## config.mk

```make
export PLATFORM = sky130hd
export DESIGN_NAME = board_mgmt_command_set
export DESIGN_NICKNAME = d
export VERILOG_FILES = /design/src/inc/board_mgmt_pkg.sv /design/src/core/hours_timer.sv /design/src/core/board_mgmt_command_set.sv
export VERILOG_INCLUDE_DIRS = /design/src /design/src/inc
export SDC_FILE = /design/constraint.sdc
export NUM_CORES = 1
export LEC_CHECK = 0
export BUFFER_PORTS_ARGS = -buffer_cell sky130_fd_sc_hd__buf_2
export CORE_AREA = 2 2 74 111
export CTS_CLUSTER_DIAMETER = 30
export DETAILED_ROUTE_END_ITERATION = 10
export DIE_AREA = 0 0 76 113
export PLACE_DENSITY = 0.79
export SETUP_SLACK_MARGIN = 0.1
export SYNTH_ARGS = -nofsm -noshare
export SYNTH_HDL_FRONTEND = slang
export SYNTH_SLANG_ARGS = --single-unit
```

## constraint.sdc

```tcl
create_clock -name core_clk -period 4.27 [get_ports core_clk]
set_input_delay 0.2135 -clock core_clk [delete_from_list [all_inputs] [get_ports core_clk]]
set_output_delay 0.2135 -clock core_clk [all_outputs]
set_load 0.03 [all_outputs]
```

## src/inc/board_mgmt_regs.svh

```systemverilog
`ifndef BOARD_MGMT_REGS_SVH
`define BOARD_MGMT_REGS_SVH
// What this block does
// RQ1: byte-write opcode 0x9F clears reset cause, last error and power failure flags.
// RQ2: host sends data byte 0x69 with the clear command for it to act.
// RQ3: power cycle total counts up once per S5 to S0 transition.
// RQ4: word-read opcode 0x93 returns power cycles, low byte 0, high byte 1.
// RQ5: both counters start at zero after initial programming.
// RQ6: powered-on hours accumulate only while in S3 or S0.
// RQ7: word-read opcode 0x94 returns powered-on hours, low byte 0, high byte 1.
// RQ8: byte-write opcode 0xA0: bit 0 front status LED, bit 1 hot swap LED.
// RQ9: LED byte bit 2 is user output one, bit 3 user output two.
// RQ10: byte-read opcode 0xA0 returns LED state in the write layout.
// RQ11: upper four LED bits read zero and ignore writes.

// ----------------------------------------------------------------
// command opcodes and keys
// ----------------------------------------------------------------
`define OP_ERROR_CLEAR 8'h9F
`define OP_POWER_CYCLES 8'h93
`define OP_POWERED_HOURS 8'h94
`define OP_LED_STATE 8'hA0
`define ERROR_CLEAR_KEY 8'h69

// ----------------------------------------------------------------
// led byte layout
// ----------------------------------------------------------------
`define LED_FRONT_BIT 0
`define LED_HOTSWAP_BIT 1
`define LED_USER1_BIT 2
`define LED_USER2_BIT 3
`define LED_UNUSED_ZERO 4'h0
`define LED_RESET 1'b0

// ----------------------------------------------------------------
// power state encoding on power_state
// ----------------------------------------------------------------
`define PSTATE_S0 3'h0
`define PSTATE_S3 3'h3
`define PSTATE_S5 3'h5

// ----------------------------------------------------------------
// counters and timing
// ----------------------------------------------------------------
`define COUNT_RESET 16'h0000
`define COUNT_MAX 16'hFFFF
`define COUNT_ONE 16'h0001
`define READ_IDLE 16'h0000
`define HOUR_NS 64'd3600000000000
`define CLK_PERIOD_NS 64'd100
`endif

```

## src/inc/board_mgmt_pkg.sv

```systemverilog
package board_mgmt_pkg;
    typedef logic [7:0] byte_type;
    typedef logic [15:0] word_type;
    typedef logic [2:0] pstate_type;
    typedef enum logic [1:0] {
        SEL_NONE,
        SEL_LED,
        SEL_CYCLES,
        SEL_HOURS
    } read_sel_type;
endpackage

```

## src/core/hours_timer.sv

```systemverilog
`timescale 1ns/1ps
`include "board_mgmt_regs.svh"

module hours_timer #(
    parameter longint unsigned HOUR_CYCLES = `HOUR_NS / `CLK_PERIOD_NS,
    parameter int WIDTH = 36
) (
    input wire logic core_clk,
    input wire logic rst_b,
    input wire logic run,
    output logic tick_q
);
    logic [WIDTH-1:0] cnt_q;
    logic [WIDTH-1:0] cnt_d;
    logic tick_d;

    // ----------------------------------------------------------------
    // prescaler
    // ----------------------------------------------------------------
    // counts only while running; holds the partial hour otherwise
    always_comb begin
        cnt_d = cnt_q;
        tick_d = 1'b0;
        if (run) begin
            if (cnt_q == WIDTH'(HOUR_CYCLES - 1)) begin
                cnt_d = '0;
                tick_d = 1'b1;
            end else begin
                cnt_d = cnt_q + WIDTH'(1);
            end
        end
    end

    // prescaler registers
    always_ff @(posedge core_clk or negedge rst_b) begin
        if (!rst_b) begin
            cnt_q <= '0;
            tick_q <= 1'b0;
        end else begin
            cnt_q <= cnt_d;
            tick_q <= tick_d;
        end
    end
endmodule

```

## src/core/board_mgmt_command_set.sv

```systemverilog
// The address map and the plain strobed port were chosen for this implementation.
`timescale 1ns/1ps
`include "board_mgmt_regs.svh"

module board_mgmt_command_set #(
    parameter longint unsigned HOUR_CYCLES = `HOUR_NS / `CLK_PERIOD_NS,
    parameter int PRESCALE_WIDTH = 36
) (
    input wire logic core_clk,
    input wire logic rst_b,
    input wire logic [7:0] cmd_addr,
    input wire logic [7:0] cmd_wdata,
    input wire logic cmd_wr,
    input wire logic cmd_rd,
    output logic [15:0] cmd_rdata_q,
    input wire logic [2:0] power_state,
    output logic error_clear_q,
    output logic front_status_led_q,
    output logic hot_swap_led_q,
    output logic user_output_one_q,
    output logic user_output_two_q
);
    // ----------------------------------------------------------------
    // declarations
    // ----------------------------------------------------------------
    board_mgmt_pkg::word_type power_cycle_total_q;
    board_mgmt_pkg::word_type power_cycle_total_d;
    board_mgmt_pkg::word_type powered_on_hours_q;
    board_mgmt_pkg::word_type powered_on_hours_d;
    board_mgmt_pkg::pstate_type prev_state_q;
    board_mgmt_pkg::pstate_type prev_state_d;
    board_mgmt_pkg::word_type cmd_rdata_d;
    board_mgmt_pkg::read_sel_type read_sel;
    logic error_clear_d;
    logic front_led_d;
    logic hotswap_led_d;
    logic user_one_d;
    logic user_two_d;
    logic cycle_event;
    logic hours_run;
    logic hour_tick;
    logic clear_hit;
    logic led_write;
    logic [3:0] led_state;

    // ----------------------------------------------------------------
    // command decode
    // ----------------------------------------------------------------
    // clear acts only with the key byte; other data is ignored
    assign clear_hit = cmd_wr && (cmd_addr == `OP_ERROR_CLEAR)
        && (cmd_wdata == `ERROR_CLEAR_KEY); // RQ1 RQ2
    assign led_write = cmd_wr && (cmd_addr == `OP_LED_STATE); // RQ8
    assign led_state = {user_output_two_q, user_output_one_q,
        hot_swap_led_q, front_status_led_q};

    // read select by opcode
    always_comb begin
        if (!cmd_rd) begin
            read_sel = board_mgmt_pkg::SEL_NONE;
        end else if (cmd_addr == `OP_LED_STATE) begin
            read_sel = board_mgmt_pkg::SEL_LED;
        end else if (cmd_addr == `OP_POWER_CYCLES) begin
            read_sel = board_mgmt_pkg::SEL_CYCLES;
        end else if (cmd_addr == `OP_POWERED_HOURS) begin
            read_sel = board_mgmt_pkg::SEL_HOURS;
        end else begin
            read_sel = board_mgmt_pkg::SEL_NONE;
        end
    end

    // ----------------------------------------------------------------
    // read data
    // ----------------------------------------------------------------
    // word reads put the low byte in [7:0], high byte in [15:8]
    always_comb begin
        case (read_sel)
            board_mgmt_pkg::SEL_LED: cmd_rdata_d = {8'h00, `LED_UNUSED_ZERO, led_state}; // RQ10 RQ11
            board_mgmt_pkg::SEL_CYCLES: cmd_rdata_d = power_cycle_total_q; // RQ4
            board_mgmt_pkg::SEL_HOURS: cmd_rdata_d = powered_on_hours_q; // RQ7
            default: cmd_rdata_d = `READ_IDLE;
        endcase
    end

    // read data stands one cycle only
    always_ff @(posedge core_clk or negedge rst_b) begin
        if (!rst_b) begin
            cmd_rdata_q <= `READ_IDLE;
        end else begin
            cmd_rdata_q <= cmd_rdata_d;
        end
    end

    // ----------------------------------------------------------------
    // error clear
    // ----------------------------------------------------------------
    // one pulse clears all three error registers at once
    assign error_clear_d = clear_hit; // RQ1

    // error clear register
    always_ff @(posedge core_clk or negedge rst_b) begin
        if (!rst_b) begin
            error_clear_q <= 1'b0;
        end else begin
            error_clear_q <= error_clear_d;
        end
    end

    // ----------------------------------------------------------------
    // led state
    // ----------------------------------------------------------------
    // only the low four bits are stored; upper bits dropped
    always_comb begin
        front_led_d = front_status_led_q;
        hotswap_led_d = hot_swap_led_q;
        user_one_d = user_output_one_q;
        user_two_d = user_output_two_q;
        if (led_write) begin
            front_led_d = cmd_wdata[`LED_FRONT_BIT]; // RQ8
            hotswap_led_d = cmd_wdata[`LED_HOTSWAP_BIT]; // RQ8
            user_one_d = cmd_wdata[`LED_USER1_BIT]; // RQ9
            user_two_d = cmd_wdata[`LED_USER2_BIT]; // RQ9
        end
    end

    // led registers drive the pins directly
    always_ff @(posedge core_clk or negedge rst_b) begin
        if (!rst_b) begin
            front_status_led_q <= `LED_RESET;
            hot_swap_led_q <= `LED_RESET;
            user_output_one_q <= `LED_RESET;
            user_output_two_q <= `LED_RESET;
        end else begin
            front_status_led_q <= front_led_d;
            hot_swap_led_q <= hotswap_led_d;
            user_output_one_q <= user_one_d;
            user_output_two_q <= user_two_d;
        end
    end

    // ----------------------------------------------------------------
    // power cycle counter
    // ----------------------------------------------------------------
    // direct S5 to S0 step counts; saturates instead of wrapping
    assign cycle_event = (prev_state_q == `PSTATE_S5) && (power_state == `PSTATE_S0); // RQ3

    // next count and previous state
    always_comb begin
        prev_state_d = power_state;
        power_cycle_total_d = power_cycle_total_q;
        if (cycle_event && (power_cycle_total_q != `COUNT_MAX)) begin
            power_cycle_total_d = power_cycle_total_q + `COUNT_ONE; // RQ3
        end
    end

    // counter starts from zero
    always_ff @(posedge core_clk or negedge rst_b) begin
        if (!rst_b) begin
            prev_state_q <= `PSTATE_S5;
            power_cycle_total_q <= `COUNT_RESET; // RQ5
        end else begin
            prev_state_q <= prev_state_d;
            power_cycle_total_q <= power_cycle_total_d;
        end
    end

    // ----------------------------------------------------------------
    // operating hours counter
    // ----------------------------------------------------------------
    // time runs in S3 and S0 only
    assign hours_run = (power_state == `PSTATE_S0) || (power_state == `PSTATE_S3); // RQ6

    hours_timer #(
        .HOUR_CYCLES(HOUR_CYCLES),
        .WIDTH(PRESCALE_WIDTH)
    ) u_hours_timer (
        .core_clk(core_clk),
        .rst_b(rst_b),
        .run(hours_run),
        .tick_q(hour_tick)
    );

    // next hour count, saturating
    always_comb begin
        powered_on_hours_d = powered_on_hours_q;
        if (hour_tick && (powered_on_hours_q != `COUNT_MAX)) begin
            powered_on_hours_d = powered_on_hours_q + `COUNT_ONE; // RQ6
        end
    end

    // hours register starts from zero
    always_ff @(posedge core_clk or negedge rst_b) begin
        if (!rst_b) begin
            powered_on_hours_q <= `COUNT_RESET; // RQ5
        end else begin
            powered_on_hours_q <= powered_on_hours_d;
        end
    end
endmodule

```

; Word-level counts from Yosys, hierarchy flattened
; Cells that the tools add are included.
[totals]
register_bits = 93
latchBits = 0
ram_bits = 0
romBits = 0
input_bits = 23
elab_cells = 43
n_memories = 0
[classes]
add_sub_neg = 3
n_mul = 0
n_div = 0
order_cmp = 0
n_eq_ne = 13
shift = 0
mux = 8
bitwise = 0
n_reduce_logical = 8
[ops]
columns = cell, count
row1 = $pmux W16 S3, 1
row2 = $add A36 B1 Y36 const B, 1
row3 = $eq A36 B36 Y1 const B, 1
row4 = $mux W36, 1
row5 = $add A16 B1 Y16 const B, 2
row6 = $eq A8 B8 Y1 const B, 4
row7 = $ne A16 B16 Y1 const B, 2
row8 = $eq A8 B7 Y1 const B, 1
row9 = $mux W2, 4
row10 = $logic_and A1 B1 Y1, 6
row11 = $eq A2 B2 Y1 const B, 2
row12 = $eq A3 B2 Y1 const B, 1
row13 = $eq A3 B3 Y1 const B, 1
row14 = $logic_not A3 Y1, 1
row15 = $eq A2 B1 Y1 const B, 1
row16 = $mux W1, 2
row17 = $logic_or A1 B1 Y1, 1

; Longest topological paths before layout
[depth]
depth_word = 7
depth_mapped = 8

; By module
; From an unflattened synthesis, not the netlist that was laid out.
[unflattened]
cells_unflattened = 410
hier_area_um2 = 4495.6
[by_module_without_submodules]
columns = mod, instances, cells_each, area_per_inst_um2, seq_area_each_um2
row1 = board_mgmt_command_set, 1, 212, 2482.4, 1403.8
row2 = hours_timer, 1, 198, 2013.2, 925.9

; Worst setup path before layout
; Ideal clock, no wire load.
[synth_path]
path_kind = reg2reg
start = register u_hours_timer.cnt_q[28]
end = register u_hours_timer.cnt_q[22]
setup_ns = 0.125
arrival_ns = 1.900
t_required_ns = 4.145
path_slack_ns = 2.245
path_stages_with_launch = 7
path_buffers = 1
synth_period_minus_slack_ns = 2.025
cell_sequence = dfrtp_1 -> or4_4 -> nor4_4 -> nand2_4 -> buf_6 -> a31oi_1 -> o21ai_1
[synth_between]
elab_chain_cells = 2
[synth_rtl]
columns = element, line_no
row1 = "start, declared", hours_timer.sv:13  ; logic [WIDTH-1:0] cnt_q;
row2 = "start signal, assigned", hours_timer.sv:40  ; cnt_q <= cnt_d;
row3 = $eq A36 B36 Y1, hours_timer.sv:25  ; if (cnt_q == WIDTH'(HOUR_CYCLES - 1)) begin
row4 = $mux W36, hours_timer.sv:25
; No other way between the ends.
; A chain may end at the register's enable or synchronous reset.

; Worst setup path in the final report
[layout_path]
start = input port power_state[0]
end = register u_hours_timer.cnt_q[34]
[layout_between]
elab_chain_cells = 2
word_cells_on_any_way = 3
cone_classes = eq/ne: 1 / reduce/logical: 2
[layout_rtl]
columns = element, line_no
row1 = "start, declared", board_mgmt_command_set.sv:16  ; input wire logic [2:0] power_state,
row2 = $eq A3 B2 Y1 (no source line) / $logic_not A3 Y1 (equally long branches), --
row3 = $logic_or A1 B1 Y1 *, board_mgmt_command_set.sv:170  ; assign hours_run = (power_state == `PSTATE_S0) || (power_state == `PSTATE_S3);
; Mark *: on every way between the ends. The rest lies on a longest branch, timed or not.

==> results.json <==
{
  "status": "completed",
  "yosysTopAreaCell": "dfrtp_1",
  "power_leakage_uw": 0.00239,
  "hold_violations": 0,
  "tns_ns": 0,
  "synth_compound_area_share_pct": 8.91,
  "grt_usage_pct": 24.6,
  "synth.ff_latch_count": 93,
  "numCtsBuffers": 9,
  "relSlewSlack_pct": 46.8,
  "ys_seq_area_share_pct": 52.1,
  "synth_top_flop_cell": "dfrtp_1",
  "worst_pin_slew_ns": 0.792,
  "gp_congestion": 0.881,
  "yosys-top-cells-count": "dfrtp_1, nand2_1, nor2_1",
  "place_ws_ns": 1.98,
  "drive_gt1_share_pct": 17.4,
  "synth_top_cell_area_share_pct": 51.0,
  "finalInstanceArea_sq_um": 5120,
  "finalWorstSetupSlack_ns": 1.83,
  "worstSetupPathType": "input pin to flop",
  "coreArea_sq_um": 7560,
  "synth-edff-count": 0,
  "post-cts-setup-buffers": 0,
  "fin_crit_sh_pct": 57.2,
  "ys_types": 54,
  "async_flop_share_pct": 100,
  "path_clk_slew_ns": 0.07,
  "portBuffers": 43,
  "cts.htree.levels": 3,
  "grt_pass1_vias": 3547,
  "clock_sinks": 93,
  "netlist_area_sq_um": 4470,
  "start_util_pct": 59.1,
  "finalMaxSlewViolations": 0,
  "drt-total-wl_mm": 9.66,
  "gr-total-overflow": 0,
  "hold_path_depth": 1,
  "avgSynthCellArea_sq_um": 10.7,
  "peakVddDrop_mv": 0.242,
  "synthAdderAreaFrac_pct": 0.840,
  "cap_viol_max_count": 0,
  "clock_path_buffers": 2,
  "grt_pass1_wl_mm": 16.6,
  "cts_tree": "built",
  "die-area_sq_um": 8590,
  "drtAntennaViolNets": 0,
  "powerDensity_nw_per_um2": 357,
  "max_freq_mhz": 409,
  "drtIter0Drc": 247,
  "cp-start-kind": "input pin",
  "area_delta_synth_final_pct": 14.6,
  "path_cells": "dlygate4sd3_1, buf_2, xor2_1, or3_1, nor2_1, nand3_1, o31ai_1",
  "grt_max_degree": 55,
  "yosys.area_share.simple_pct": 24.4,
  "synthMuxAreaShare_pct": 2.69,
  "setup_viol": 0,
  "synth-xor-area-share_pct": 9.21,
  "vias": 3451,
  "synthTopCellsByArea": "dfrtp_1, xnor2_1, xor2_1",
  "synth_top_family_by_area": "simple AND/OR/NAND/NOR gates",
  "end_kind": "flop",
  "std_cell_rows": 39,
  "syn_inst": 418,
  "wire_per_inst_um": 16.9,
  "synth_most_common_cell": "dfrtp_1",
  "cp.required_ns": 4.51,
  "finClkSkew_ns": 0.0100,
  "n_antenna_cell": 0,
  "hold_class": "input pin to flop",
  "slowest_delay_ns": 0.64,
  "pin_count": 44,
  "reg2reg_depth": 5,
  "worstPathMaxFanout": 11,
  "clock_latency_ns": 0.35,
  "placed_area_sq_um": 4790,
  "crit_arrival_ns": 2.69,
  "fin_crit_ns": 2.44,
  "crit_slowest_cell": "nor2_1",
  "rsz0062_at_grt": "no",
  "route.detailed.drc": 0,
  "yosysWarnings": 0,
  "die_w_um": 76,
  "routed_via_density": 6.02,
  "drt_pass1_iterations": 5,
  "die_h_um": 113,
  "syn_nets": 444,
  "antenna_found_initial": 0,
  "cts-root-buf": "clkbuf_16",
  "nets": 492,
  "hpwl_mm": 6.76
}
worst max-delay path, delay by kind of cell:
family / cells / cell delay [ns]
AO/OA/AOI/OAI: 1 / 0.28
buffers and inverters: 2 / 0.68
AND/OR/NAND/NOR: 3 / 1.33
XOR/XNOR: 1 / 0.18
per-layer routing:
metal / wire, um / global-route usage (%) / share of wire (%) / up-vias
li1: - / - / - / 1645
met1: 3750 / 28.1 / 39 / 1658
met2: 5080 / 42.1 / 53 / 109
met3: 381 / 5.34 / 3.9 / 39
met4: 440 / 15.4 / 4.6 / 0
met5: 0 / 0 / 0 / -
power by group:
group / switching [uW] / internal, uW
clock: 372 / 410
sequential: 34.8 / 913
combinational: 57.5 / 42.8
total: 464 / 1370
cells in the final DEF, fill, tap and decap left out, types with 5 or more instances in the layout:
cell type / instances
a21oi_1: 9
a22o_1: 12
and2_1: 6
and3_1: 10
and4_1: 8
buf_2: 42
clkbuf_16: 9
dfrtp_1: 91
inv_1: 7
mux2_2: 8
nand2_1: 35
nand3_1: 19
nand4_1: 26
nor2_1: 28
nor3_1: 10
nor4_1: 5
o21ai_0: 16
xnor2_1: 24
xor2_1: 23
final timing paths:
path,start,to,slack [ns]
max in group asynchronous,rst_b,u_hours_timer.cnt_q[2]$_DFFE_PN0P_,2.85
min reg2reg,u_hours_timer.cnt_q[6]$_DFFE_PN0P_,u_hours_timer.cnt_q[6]$_DFFE_PN0P_,0.47
min in group asynchronous,rst_b,powered_on_hours_q[13]$_DFFE_PN0P_,0.38
max reg2reg,u_hours_timer.cnt_q[28]$_DFFE_PN0P_,u_hours_timer.cnt_q[9]$_DFFE_PN0P_,1.94
min,power_state[1],prev_state_q[1]$_DFF_PN0_,0.02
max,power_state[0],u_hours_timer.cnt_q[34]$_DFFE_PN0P_,1.83
sequential cells by signal (all words and copies together) (netlist names):
signal and cells:
u_hours_timer.cnt_q 36, prev_state_q 3, cmd_rdata_q 16, hot_swap_led_q 1, u_hours_timer.tick_q 1, user_output_one_q 1, powered_on_hours_q 16, power_cycle_total_q 16
user_output_two_q 1, error_clear_q 1, front_status_led_q 1
per-stage QoR:
stage,std cells,hold WS [ns],power (uW),utilization (%)
final,573,0.0219,1830,67.7
after global routing,573,0.0313,1910,67.7
after CTS,573,0.0120,1850,67.7
after detailed placement,554,0.221,1070,63.4
after global placement,554,0.216,1060,63.4
after floorplan,418,-0.0821,1010,-
logic make-up (layout without fill, tap and decap cells):
| logic type | count (synthesis) | count (layout) |
|---|---|---|
| xor+xnor | 47 | 47 |
| flops | 93 | 93 |
| buf+inv | 19 | 72 |
| compound gates | 59 | 59 |
| simple gates | 186 | 186 |
| mux | 11 | 11 |
| fa+ha+maj | 3 | 3 |
layout make-up:
cell class	count	area [sq um]
fill	556	2440
tap	102	128
sequential	93	2330
clock buffer	9	225
timing repair buffer	49	270
inverter	7	26.3
clock inverter	7	71.3
multi-input combinational	306	2070
what timing repair did:
item                                   CTS  global route
endpoints found under the hold margin   41             0
hold buffers                             3             0
resized for setup                        0             0
No activity file was read; power rests on OpenSTA's default activity.
